## config.mk

```make
export PLATFORM = sky130hd
export DESIGN_NAME = amf_top
export DESIGN_NICKNAME = d
export VERILOG_FILES = /design/src/include/amf_pkg.sv /design/src/amf_top.sv
export SDC_FILE = /design/constraint.sdc
export NUM_CORES = 1
export LEC_CHECK = 0
export BUFFER_PORTS_ARGS = -buffer_cell sky130_fd_sc_hd__buf_4
export CORE_ASPECT_RATIO = 2
export CORE_MARGIN = 8
export CORE_UTILIZATION = 45
export DETAILED_ROUTE_END_ITERATION = 8
export GPL_TIMING_DRIVEN = 1
export PLACE_DENSITY = 0.68
export RECOVER_POWER = 50
export SYNTH_ARGS = -nofsm -noshare
export SYNTH_HDL_FRONTEND = slang
export SYNTH_SLANG_ARGS = --single-unit
```

## constraint.sdc

```tcl
create_clock -name CLK_IN -period 2.88 [get_ports CLK_IN]
set_input_delay 0.144 -clock CLK_IN [delete_from_list [all_inputs] [get_ports CLK_IN]]
set_output_delay 0.144 -clock CLK_IN [all_outputs]
set_load 0.02 [all_outputs]
```

## src/include/amf_pkg.sv

```systemverilog
// Purpose: constants and types for converter input control and result format
// Assumes: 8-bit special function register space, 10-bit signed result
// Notes: field positions follow the input control byte
// Contract
// - Channel code and differential bit pick the positive and negative inputs.
// - Reference enable set feeds the temperature sensor as test input.
// - Reference enable clear feeds one eighth supply as test input.
// - Right justified, low byte holds result bits seven to zero.
// - Left justified, low byte holds result bits one, zero on top.
// - Right justified, high byte holds bits nine, eight, sign extended.
// - Left justified, high byte holds result bits nine to two.
// - Low result register at AC hex, resets to zero.
// - High result register at AD hex, resets to zero.
// - Reference enable picks internal reference, else supply reference.
// - Differential bit selects differential or single-ended decoding.
package amf_pkg;
  localparam int RES_W = 10;
  localparam int DATA_W = 8;
  localparam int ADDR_W = 8;
  // Register addresses
  localparam logic [7:0] ADDR_INPUT_CTRL = 8'hA5;
  localparam logic [7:0] ADDR_RESULT_LOW = 8'hAC;
  localparam logic [7:0] ADDR_RESULT_HIGH = 8'hAD;
  localparam logic [7:0] ADDR_FORMAT_CTRL = 8'hA6;
  localparam logic [7:0] RESET_BYTE = 8'h00;
  // Input control fields
  localparam int BIT_CONNECT = 7;
  localparam int BIT_INTERNAL_REFERENCE_ENABLE = 6;
  localparam int BIT_TRG_HI = 5;
  localparam int BIT_TRG_LO = 4;
  localparam int BIT_DIFFERENTIAL_ENABLE = 3;
  localparam int BIT_CHAN_HI = 2;
  localparam int BIT_CHAN_LO = 0;
  // Format control fields
  localparam int BIT_LEFT = 0;
  localparam int BIT_NEW = 7;
  localparam int LOW_LEFT_LSB = 6;
  localparam int HIGH_SIGN_BIT = 1;
  localparam int LEFT_SHIFT = 6;
  localparam logic [5:0] LOW_PAD = 6'h00;

  typedef enum logic [3:0] {
    AMF_POS_PIN0 = 4'h0,
    AMF_POS_PIN1 = 4'h1,
    AMF_POS_PIN2 = 4'h2,
    AMF_POS_PIN3 = 4'h3,
    AMF_POS_PIN4 = 4'h4,
    AMF_POS_PIN5 = 4'h5,
    AMF_POS_PIN6 = 4'h6,
    AMF_POS_TEST = 4'h7,
    AMF_POS_NONE = 4'hF
  } amf_pos_e;

  typedef enum logic [2:0] {
    AMF_NEG_HALF_VDD = 3'h0,
    AMF_NEG_VREF = 3'h1,
    AMF_NEG_PIN1 = 3'h2,
    AMF_NEG_PIN3 = 3'h3,
    AMF_NEG_PIN5 = 3'h4,
    AMF_NEG_NONE = 3'h7
  } amf_neg_e;

  typedef struct packed {
    amf_pos_e pos;
    amf_neg_e neg;
    logic legal;
  } amf_sel_s;
endpackage

```

## src/amf_top.sv

```systemverilog
// Purpose: input selection and result formatting for the delta converter
// Assumes: core gives a one-cycle done pulse with a 10-bit signed result
// Notes: register reads answer one cycle after the read strobe
// Notes: format register at A6 holds justify and a new-result flag
// Notes: reserved differential codes leave the inputs disconnected
// Notes: a justify write reformats the stored result at once
`timescale 1ns/10ps
`default_nettype none
module amf_top
  (
  // Clock and reset
  input wire logic CLK_IN,
  input wire logic SRST_IN,
  // Register port
  input wire logic [amf_pkg::ADDR_W-1:0] ADDR_IN,
  input wire logic [amf_pkg::DATA_W-1:0] WDATA_IN,
  input wire logic WR_IN,
  input wire logic RD_IN,
  output logic [amf_pkg::DATA_W-1:0] RDATA_OUT,
  // Converter core result
  input wire logic DONE_IN,
  input wire logic [amf_pkg::RES_W-1:0] RESULT_IN,
  // Analog multiplexer control
  output amf_pkg::amf_sel_s SEL_OUT,
  output logic CONNECT_OUT,
  output logic TEST_TEMP_OUT,
  output logic REF_INTERNAL_OUT,
  output logic DIFFERENTIAL_ENABLE_MODE_OUT,
  output logic [1:0] TRIGGER_SEL_OUT
  );

  // Stored state
  logic [amf_pkg::DATA_W-1:0] ctrl_q;
  logic left_q;
  logic new_q;
  logic [amf_pkg::RES_W-1:0] raw_q;
  logic [amf_pkg::DATA_W-1:0] low_q;
  logic [amf_pkg::DATA_W-1:0] high_q;

  // Formatting
  logic [amf_pkg::DATA_W-1:0] low_d;
  logic [amf_pkg::DATA_W-1:0] high_d;
  logic [amf_pkg::RES_W-1:0] fmt_src;
  logic fmt_left;
  logic fmt_load;

  // Register access
  logic [amf_pkg::DATA_W-1:0] rdata_d;
  logic [amf_pkg::DATA_W-1:0] fmt_rd;
  logic wr_ctrl;
  logic wr_fmt;
  logic rd_high;

  // Control field decode
  amf_pkg::amf_sel_s sel_d;
  logic [2:0] chan;
  logic differential_enable;
  logic conn_bit;
  logic internal_reference_enable_bit;
  logic [1:0] trig;

  // Register write and clearing read decode
  assign wr_ctrl = WR_IN && (ADDR_IN == amf_pkg::ADDR_INPUT_CTRL);
  assign wr_fmt = WR_IN && (ADDR_IN == amf_pkg::ADDR_FORMAT_CTRL);
  assign rd_high = RD_IN && (ADDR_IN == amf_pkg::ADDR_RESULT_HIGH);

  // Input control register
  always_ff @(posedge CLK_IN)
  begin
    if (SRST_IN)
      ctrl_q <= amf_pkg::RESET_BYTE;
    else if (wr_ctrl)
      ctrl_q <= WDATA_IN;
  end

  // Justification control
  always_ff @(posedge CLK_IN)
  begin
    if (SRST_IN)
      left_q <= 1'b0;
    else if (wr_fmt)
      left_q <= WDATA_IN[amf_pkg::BIT_LEFT];
  end

  // New result flag: a completion beats a clearing read
  always_ff @(posedge CLK_IN)
  begin
    if (SRST_IN)
      new_q <= 1'b0;
    else if (DONE_IN)
      new_q <= 1'b1;
    else if (rd_high)
      new_q <= 1'b0;
  end

  // Raw result kept so a change of justification can reformat it
  always_ff @(posedge CLK_IN)
  begin
    if (SRST_IN)
      raw_q <= '0;
    else if (DONE_IN)
      raw_q <= RESULT_IN;
  end

  // Fresh result in its done cycle, else the stored one
  always_comb
  begin
    fmt_src = DONE_IN ? RESULT_IN : raw_q;
    fmt_left = wr_fmt ? WDATA_IN[amf_pkg::BIT_LEFT] : left_q;
    fmt_load = DONE_IN || wr_fmt;
  end

  // Low result byte
  always_comb
  begin
    if (fmt_left)
      low_d = {fmt_src[amf_pkg::DATA_W-amf_pkg::LOW_LEFT_LSB-1:0],
               amf_pkg::LOW_PAD};
    else
      low_d = fmt_src[amf_pkg::DATA_W-1:0];
  end

  // High result byte; the register loop copies the sign upward
  always_comb
  begin
    high_d = amf_pkg::RESET_BYTE;
    if (fmt_left)
      high_d =
        fmt_src[amf_pkg::RES_W-1:amf_pkg::RES_W-amf_pkg::DATA_W];
    else
      high_d[amf_pkg::HIGH_SIGN_BIT:0] =
        fmt_src[amf_pkg::RES_W-1:amf_pkg::DATA_W];
  end

  // Result registers, loaded in the same cycle so the bytes always match
  genvar gi;
  generate
    for (gi = 0; gi < amf_pkg::DATA_W; gi = gi + 1)
    begin : g_low
      always_ff @(posedge CLK_IN)
      begin
        if (SRST_IN)
          low_q[gi] <= 1'b0;
        else if (fmt_load)
          low_q[gi] <= low_d[gi];
      end
    end
  endgenerate

  // Right justified: bits above the sign copy it
  generate
    for (gi = 0; gi < amf_pkg::DATA_W; gi = gi + 1)
    begin : g_high
      always_ff @(posedge CLK_IN)
      begin
        if (SRST_IN)
          high_q[gi] <= 1'b0;
        else if (fmt_load && !fmt_left && gi > amf_pkg::HIGH_SIGN_BIT)
          high_q[gi] <= high_d[amf_pkg::HIGH_SIGN_BIT];
        else if (fmt_load)
          high_q[gi] <= high_d[gi];
      end
    end
  endgenerate

  // Channel decode
  assign chan = ctrl_q[amf_pkg::BIT_CHAN_HI:amf_pkg::BIT_CHAN_LO];
  assign differential_enable = ctrl_q[amf_pkg::BIT_DIFFERENTIAL_ENABLE];
  assign conn_bit = ctrl_q[amf_pkg::BIT_CONNECT];
  assign internal_reference_enable_bit = ctrl_q[amf_pkg::BIT_INTERNAL_REFERENCE_ENABLE];
  assign trig = ctrl_q[amf_pkg::BIT_TRG_HI:amf_pkg::BIT_TRG_LO];

  always_comb
  begin
    sel_d.pos = amf_pkg::AMF_POS_NONE;
    sel_d.neg = amf_pkg::AMF_NEG_NONE;
    sel_d.legal = 1'b1;
    // Single-ended: pins against half supply, code 6 test input against reference
    if (!differential_enable)
    begin
      unique case (chan)
        3'h0:
        begin
          sel_d.pos = amf_pkg::AMF_POS_PIN0;
          sel_d.neg = amf_pkg::AMF_NEG_HALF_VDD;
        end
        3'h1:
        begin
          sel_d.pos = amf_pkg::AMF_POS_PIN1;
          sel_d.neg = amf_pkg::AMF_NEG_HALF_VDD;
        end
        3'h2:
        begin
          sel_d.pos = amf_pkg::AMF_POS_PIN2;
          sel_d.neg = amf_pkg::AMF_NEG_HALF_VDD;
        end
        3'h3:
        begin
          sel_d.pos = amf_pkg::AMF_POS_PIN3;
          sel_d.neg = amf_pkg::AMF_NEG_HALF_VDD;
        end
        3'h4:
        begin
          sel_d.pos = amf_pkg::AMF_POS_PIN4;
          sel_d.neg = amf_pkg::AMF_NEG_HALF_VDD;
        end
        3'h5:
        begin
          sel_d.pos = amf_pkg::AMF_POS_PIN5;
          sel_d.neg = amf_pkg::AMF_NEG_HALF_VDD;
        end
        3'h6:
        begin
          sel_d.pos = amf_pkg::AMF_POS_TEST;
          sel_d.neg = amf_pkg::AMF_NEG_VREF;
        end
        3'h7:
        begin
          sel_d.pos = amf_pkg::AMF_POS_PIN6;
          sel_d.neg = amf_pkg::AMF_NEG_HALF_VDD;
        end
      endcase
    end
    else
    begin
      // Differential pairs; other codes reserved
      unique case (chan)
        3'h0:
        begin
          sel_d.pos = amf_pkg::AMF_POS_PIN0;
          sel_d.neg = amf_pkg::AMF_NEG_PIN1;
        end
        3'h1:
        begin
          sel_d.pos = amf_pkg::AMF_POS_PIN2;
          sel_d.neg = amf_pkg::AMF_NEG_PIN3;
        end
        3'h2:
        begin
          sel_d.pos = amf_pkg::AMF_POS_PIN4;
          sel_d.neg = amf_pkg::AMF_NEG_PIN5;
        end
        default:
          sel_d.legal = 1'b0;
      endcase
    end
  end

  // Multiplexer selection
  always_ff @(posedge CLK_IN)
  begin
    if (SRST_IN)
      SEL_OUT <= '{pos: amf_pkg::AMF_POS_PIN0,
                   neg: amf_pkg::AMF_NEG_HALF_VDD, legal: 1'b1};
    else
      SEL_OUT <= sel_d;
  end

  // Reserved codes leave the inputs open
  always_ff @(posedge CLK_IN)
  begin
    if (SRST_IN)
      CONNECT_OUT <= 1'b0;
    else
      CONNECT_OUT <= conn_bit && sel_d.legal;
  end

  // Temperature sensor when set, supply eighth when clear
  always_ff @(posedge CLK_IN)
  begin
    if (SRST_IN)
      TEST_TEMP_OUT <= 1'b0;
    else
      TEST_TEMP_OUT <= internal_reference_enable_bit;
  end

  // Internal or supply reference
  always_ff @(posedge CLK_IN)
  begin
    if (SRST_IN)
      REF_INTERNAL_OUT <= 1'b0;
    else
      REF_INTERNAL_OUT <= internal_reference_enable_bit;
  end

  // Differential decode mode
  always_ff @(posedge CLK_IN)
  begin
    if (SRST_IN)
      DIFFERENTIAL_ENABLE_MODE_OUT <= 1'b0;
    else
      DIFFERENTIAL_ENABLE_MODE_OUT <= differential_enable;
  end

  // Trigger source field
  always_ff @(posedge CLK_IN)
  begin
    if (SRST_IN)
      TRIGGER_SEL_OUT <= 2'h0;
    else
      TRIGGER_SEL_OUT <= trig;
  end

  // Format register readback
  always_comb
  begin
    fmt_rd = amf_pkg::RESET_BYTE;
    fmt_rd[amf_pkg::BIT_LEFT] = left_q;
    fmt_rd[amf_pkg::BIT_NEW] = new_q;
  end

  // Read mux; result bytes ignore writes
  always_comb
  begin
    rdata_d = amf_pkg::RESET_BYTE;
    if (RD_IN)
    begin
      unique case (ADDR_IN)
        amf_pkg::ADDR_INPUT_CTRL:
          rdata_d = ctrl_q;
        amf_pkg::ADDR_FORMAT_CTRL:
          rdata_d = fmt_rd;
        amf_pkg::ADDR_RESULT_LOW:
          rdata_d = low_q;
        amf_pkg::ADDR_RESULT_HIGH:
          rdata_d = high_q;
        default:
          rdata_d = amf_pkg::RESET_BYTE;
      endcase
    end
  end

  always_ff @(posedge CLK_IN)
  begin
    if (SRST_IN)
      RDATA_OUT <= amf_pkg::RESET_BYTE;
    else
      RDATA_OUT <= rdata_d;
  end
endmodule
`default_nettype wire

```

== Yosys cells after proc, flatten, opt, wreduce, memory -nomap -nowiden ==
Memory sizes are Yosys's and may differ from the RTL's. A register that Yosys moved wholly into a read port is not among the register bits.
Cells that the tools add are included.

* Memories kept: 1
* Output and inout bits: 22
* Memory bits (read-only): 32
* Register bits: 57
* Word-level logic and storage cells: 74

* Reductions and logical operators: 12
* Eq/ne operators: 6
* Multiplexer cells: 26
* Bitwise logic cells: 1

{| class="wikitable"
|+ Memory list
! memory !! words !! bits a word !! read ports !! clocked after memory_dff !! wr ports !! RTL line !! source
|-
| (name not given) || 8 || 4 || 1 || 1 || 0 || amf_top.sv:181 || <nowiki>unique case (chan)</nowiki>
|}

{| class="wikitable"
|+ Operators with widths
! kind !! number
|-
| $eq A8 B8 Y1 const B || 4
|-
| $pmux W8 S4 || 1
|-
| $pmux W7 S3 || 1
|-
| $mux W1 || 17
|-
| $mux W10 || 1
|-
| $mux W8 || 1
|-
| $mux W7 || 1
|-
| $mux W3 || 2
|-
| $mux W6 || 1
|-
| $logic_and A1 B1 Y1 || 5
|-
| $reduce_bool A2 Y1 || 2
|-
| $eq A3 B1 Y1 const B || 1
|-
| $eq A3 B2 Y1 const B || 1
|-
| $logic_not A3 Y1 || 1
|-
| $reduce_or A3 Y1 || 1
|-
| $mux W2 || 1
|-
| $reduce_or A2 Y1 || 1
|-
| $logic_not A1 Y1 || 1
|-
| $logic_or A1 B1 Y1 || 1
|-
| $not A1 Y1 || 1
|}

== Logic depth before layout (Yosys ltp) ==
* Depth after elaboration: 6
* Mapped depth: 6

== Worst setup path after synthesis ==
No wires, ideal clock.

* Kind: input port to flip-flop
* Start: in ADDR_IN[3] (netlist name)
* End: reg ctrl_q[2] (netlist name)
* Stages: 6
* Data required time: 2.752 ns
* Arrival: 1.242 ns
* Library setup time: 0.128 ns
* Slack: 1.511 ns
* Cells stage by stage: buf_2 > nand2b_1 > nor4_4 > buf_6 > mux2i_1 > nor2_1

* Word-level cells in the longest chain between the ends: 2

{| class="wikitable"
|+ Ends and longest elaborated chain
! what !! RTL line !! source
|-
| from (decl) || amf_top.sv:15 || <nowiki>input wire logic [amf_pkg::ADDR_W-1:0] ADDR_IN,</nowiki>
|-
| $eq A8 B8 Y1 || amf_top.sv:63 || <nowiki>assign wr_ctrl = WR_IN && (ADDR_IN == amf_pkg::ADDR_INPUT_CTRL);</nowiki>
|-
| $logic_and A1 B1 Y1 || amf_top.sv:63 ||
|-
| to (signal assigned) || amf_top.sv:71 || <nowiki>ctrl_q <= amf_pkg::RESET_BYTE;</nowiki>
|-
| to (decl) || amf_top.sv:33 || <nowiki>logic [amf_pkg::DATA_W-1:0] ctrl_q;</nowiki>
|}

No other way between the ends.
A chain may end at the register's enable or synchronous reset.

== Worst setup path after layout ==
* Start: in ADDR_IN[3] (netlist name)
* End: reg high_q[2] (netlist name)

* Word-level cells in the longest chain between the ends: 6

{| class="wikitable"
|+ Ends and longest elaborated chain
! what !! RTL line !! source
|-
| $eq A8 B8 Y1 * || amf_top.sv:64 || <nowiki>assign wr_fmt = WR_IN && (ADDR_IN == amf_pkg::ADDR_FORMAT_CTRL);</nowiki>
|-
| $logic_and A1 B1 Y1 * || amf_top.sv:64 ||
|-
| $mux W1 || -- ||
|-
| $mux W6 or $logic_not A1 Y1 (tied branches) || amf_top.sv:127, amf_top.sv:158 ||
|-
| $mux W1 or $logic_and A1 B1 Y1 (tied branches) || amf_top.sv:160, amf_top.sv:158 ||
|-
| $mux W1 or $reduce_bool A2 Y1 (tied branches) || -- ||
|-
| to (signal, indexed assignment) || amf_top.sv:159 || <nowiki>high_q[gi] <= high_d[amf_pkg::HIGH_SIGN_BIT];</nowiki>
|-
| to (signal, indexed assignment) || amf_top.sv:161 || <nowiki>high_q[gi] <= high_d[gi];</nowiki>
|-
| to (decl) || amf_top.sv:38 || <nowiki>logic [amf_pkg::DATA_W-1:0] high_q;</nowiki>
|}

Every way passes the cells marked *; elsewhere a longest branch is shown, timed or not. The select of a mux whose other input is x is not followed.

==> summary.md <==
| Metric | Value |
|---|---|
| HPWL after DPL | 4670 um |
| Total die area | ~8600 sq um |
| Max Cap Viol | 0 |
| Status | completed |
| Crit path cell chain | buf_4 -> and3b_1 -> nand4_1 -> a2111o_1 -> nand3_1 |
| Buffer type at the clock tree root | clkbuf_16 |
| Mean area per synthesized cell | 9.64 sq um |
| Core Rows | 39 |
| Dpl ws | between 1 and 1.5 ns |
| Number of synthesized flops with an enable pin | 0 |
| Most common cell after layout, fill and taps aside | dfxtp_1 |
| Register area share after synthesis | 47.1% |
| Syn nets | 300 |
| Total power | 2.19 mW |
| Io pins | 53 |
| Clk network pwr share | 53.2% |
| DRT iter0 DRCs | 88 |
| Synth Flop Type | dfxtp_1 |
| Minimum clock period after layout | 1.54 ns |
| Worst Hold Depth | 3 |
| Largest net degree at the start of global routing | 48 |
| Sw frac | between 20% and 30% |
| Die Y | 123 um |
| Cell Int Power | 1.74 mW |
| Clock slew at reported path FFs | 0.05 ns |
| Routability cong. | 0.848 |
| Crit start category | primary input |
| CP Data Required Time | 3.15 ns |
| Starting Density | 45.8% |
| # port buffers | 52 |
| CP Data Arrival Time | 1.81 ns |
| Congestion Overflow GR | 0 |
| Post-route ant nets | 0 |
| Antenna cells | 0 |
| Slew Viols, Final | 0 |
| Worst-Margin Slew | 0.926 ns |
| Overall global routing resource usage | 14.9% |
| Power Density | 678 nW/um^2 |
| Core ar. | 5660 sq um |
| Final worst slack | 1.34 ns |
| Slew headroom | ~38% |
| Cells after synthesis | 269 |
| Htree depth | 3 |
| Slowest Stage Delay on Critical Path | roughly 0.57 ns |
| # resized after CTS | 0 |
| Worst-Skew Late Latency | 0.33 ns |
| Crit Path Class | primary input to flip-flop |
| Fill count | 554 |
| Yosys reg bits | 61 |
| Switch Pwr | 0.450 mW |
| RSZ-0062 raised after global routing | no |
| Number of global-route vias before repair | approximately 2,100 |
| Post-CTS setup buffers | 0 |
| Register area | 1220 sq um |
| Drt pass-1 iters | 4 |
| Yosys warnings | 0 |
| Max Clock Freq | between 0.6 and 0.7 GHz |
| Clk buf depth | 2 |
| CTS Sinks | 61 |
| CTS tree | built |
| DRC Markers | 0 |
| Final Hold Vio Count | 0 |
| Area occupied by multi-input gates | approximately 1300 sq um |
| Crit-path slowest cell | nand4_1 |
| Layout cells sized above 1 | 18.6% |
| Setup tns final | 0 ns |
| Post-DR wirelength/cell | 16.5 um |
| Worst min path class | primary input to flip-flop |
| Crit path max fanout | 17 |
| DRT Wirelength | 6300 um |
| Fin crit share | about 53% |
| Global-route wire length before repair | between 10,000 and 15,000 um |
| # hold bufs at CTS | 0 |
| Routed vias | 2,095 |
| Die width | around 70 um |
| Initial antenna violation count | 0 |
| Setup-failing EPs final | 0 |
| Comb power frac | 6.7% |
| FF-to-FF path depth | 4 |
| Layout area overhead | 24.5% |
| Layout Nets | 348 |
| CTS Buf Count | 9 |
| Crit end category | flip-flop |
| Most frequent cells in the layout | 61 x dfxtp_1, 35 x nor2_1, 29 x buf_4 |
| Worst Skew | 0.00447 ns |
| Cell variety after synth | 46 |
| Reg power frac | 40.1% |
| Post-Syn Area | between 2000 and 3000 sq um |
| Leakage | approximately 1.3 nW |
| Vias per Instance | 5.47 |
| Async set-reset flop share out of synthesis | 0% |
| Worst VDD drop | 0.607 mV |
sequential cells by signal, summed over array words and instances, names as in the netlist, 2 cells and up, named ones only:
signal and cells:
high_q 8, low_q 8, ctrl_q 8, SEL_OUT 8
TRIGGER_SEL_OUT 2, raw_q 10, RDATA_OUT 8
cells by family (layout without fill, tap and decap cells):
logic type	Yosys count	count (layout)	share of synthesized area, %
xor gates and xnor gates	3	3	1.01
buffers and inverters	22	75	3.86
DFF	61	61	47.1
muxes	29	29	11.6
AOI/OAI and AO/OA	50	50	13.3
and+or+nand+nor	104	104	23.1
final cells by class:
class	instances	area share [%]
clock buffers	13	8.07
multi-input cells	186	39.4
clock inverters	3	2.09
well taps	61	2.37
inverters	7	0.814
flip-flops and latches	61	37.8
repair buffers	52	9.42
synthesized netlist by cell type, types with 3 or more instances:
cell	count	area (sq um)
a21oi_1	17	85.1
o21ai_1	5	25.0
a22oi_1	6	45.0
and3_1	4	25.0
clkbuf_1	8	30.0
nand2_1	20	75.1
buf_2	5	25.0
nand3b_1	5	37.5
a211oi_1	3	22.5
inv_1	7	26.3
nor2_1	35	131
nand2b_1	7	43.8
nand4_1	9	56.3
mux2_2	9	101
mux2i_1	20	200
nor2b_1	8	50.1
xnor2_1	3	26.3
dfxtp_1	61	1220
a21boi_0	3	22.5
routing by layer:
layer | vias to the layer above | GRT usage [%] | wire length [um]
li1 | 1044 | - | -
met1 | 980 | 13.3 | 2330
met2 | 49 | 27.8 | 3460
met3 | 22 | 4.42 | 259
met4 | 0 | 10.9 | 258
met5 | - | 0 | 0
critical path, delay by kind of cell:
family	cells	cell delay (ns)
AND/OR/NAND/NOR	3	0.91
AO/OA/AOI/OAI	1	0.57
buffers and inverters	1	0.18
worst paths after layout:
kind,slack [ns],endpoint,start
hold reg to reg,0.42,SEL_OUT[4],flip-flop
setup reg to reg,1.51,high_q[5],left_q
hold / removal,0.06,ctrl_q[5],WDATA_IN[5]
setup / recovery,1.34,high_q[2],ADDR_IN[3]
power groups by stage:
stage | clock (mW) | sequential, mW | combinational (mW)
floorplan | 0 | 0.891 | 0.0909
global placement | 0 | 0.894 | 0.147
detailed placement | 0 | 0.894 | 0.148
CTS | 1.17 | 0.877 | 0.150
global route | 1.22 | 0.879 | 0.160
finish | 1.16 | 0.877 | 0.148
per-stage QoR:
step	area (sq um)	instances	hold slack (ns)	utilization (%)
2_1_floorplan	2590	269	0.291	-
3_3_place_gp	2990	367	0.384	52.7
3_5_place_dp	2990	367	0.389	52.7
4_1_cts	3310	383	0.0543	58.5
5_1_grt	3230	383	0.0781	57.0
6_report	3230	383	0.0576	57.0
No activity file was read; power rests on OpenSTA's default activity.
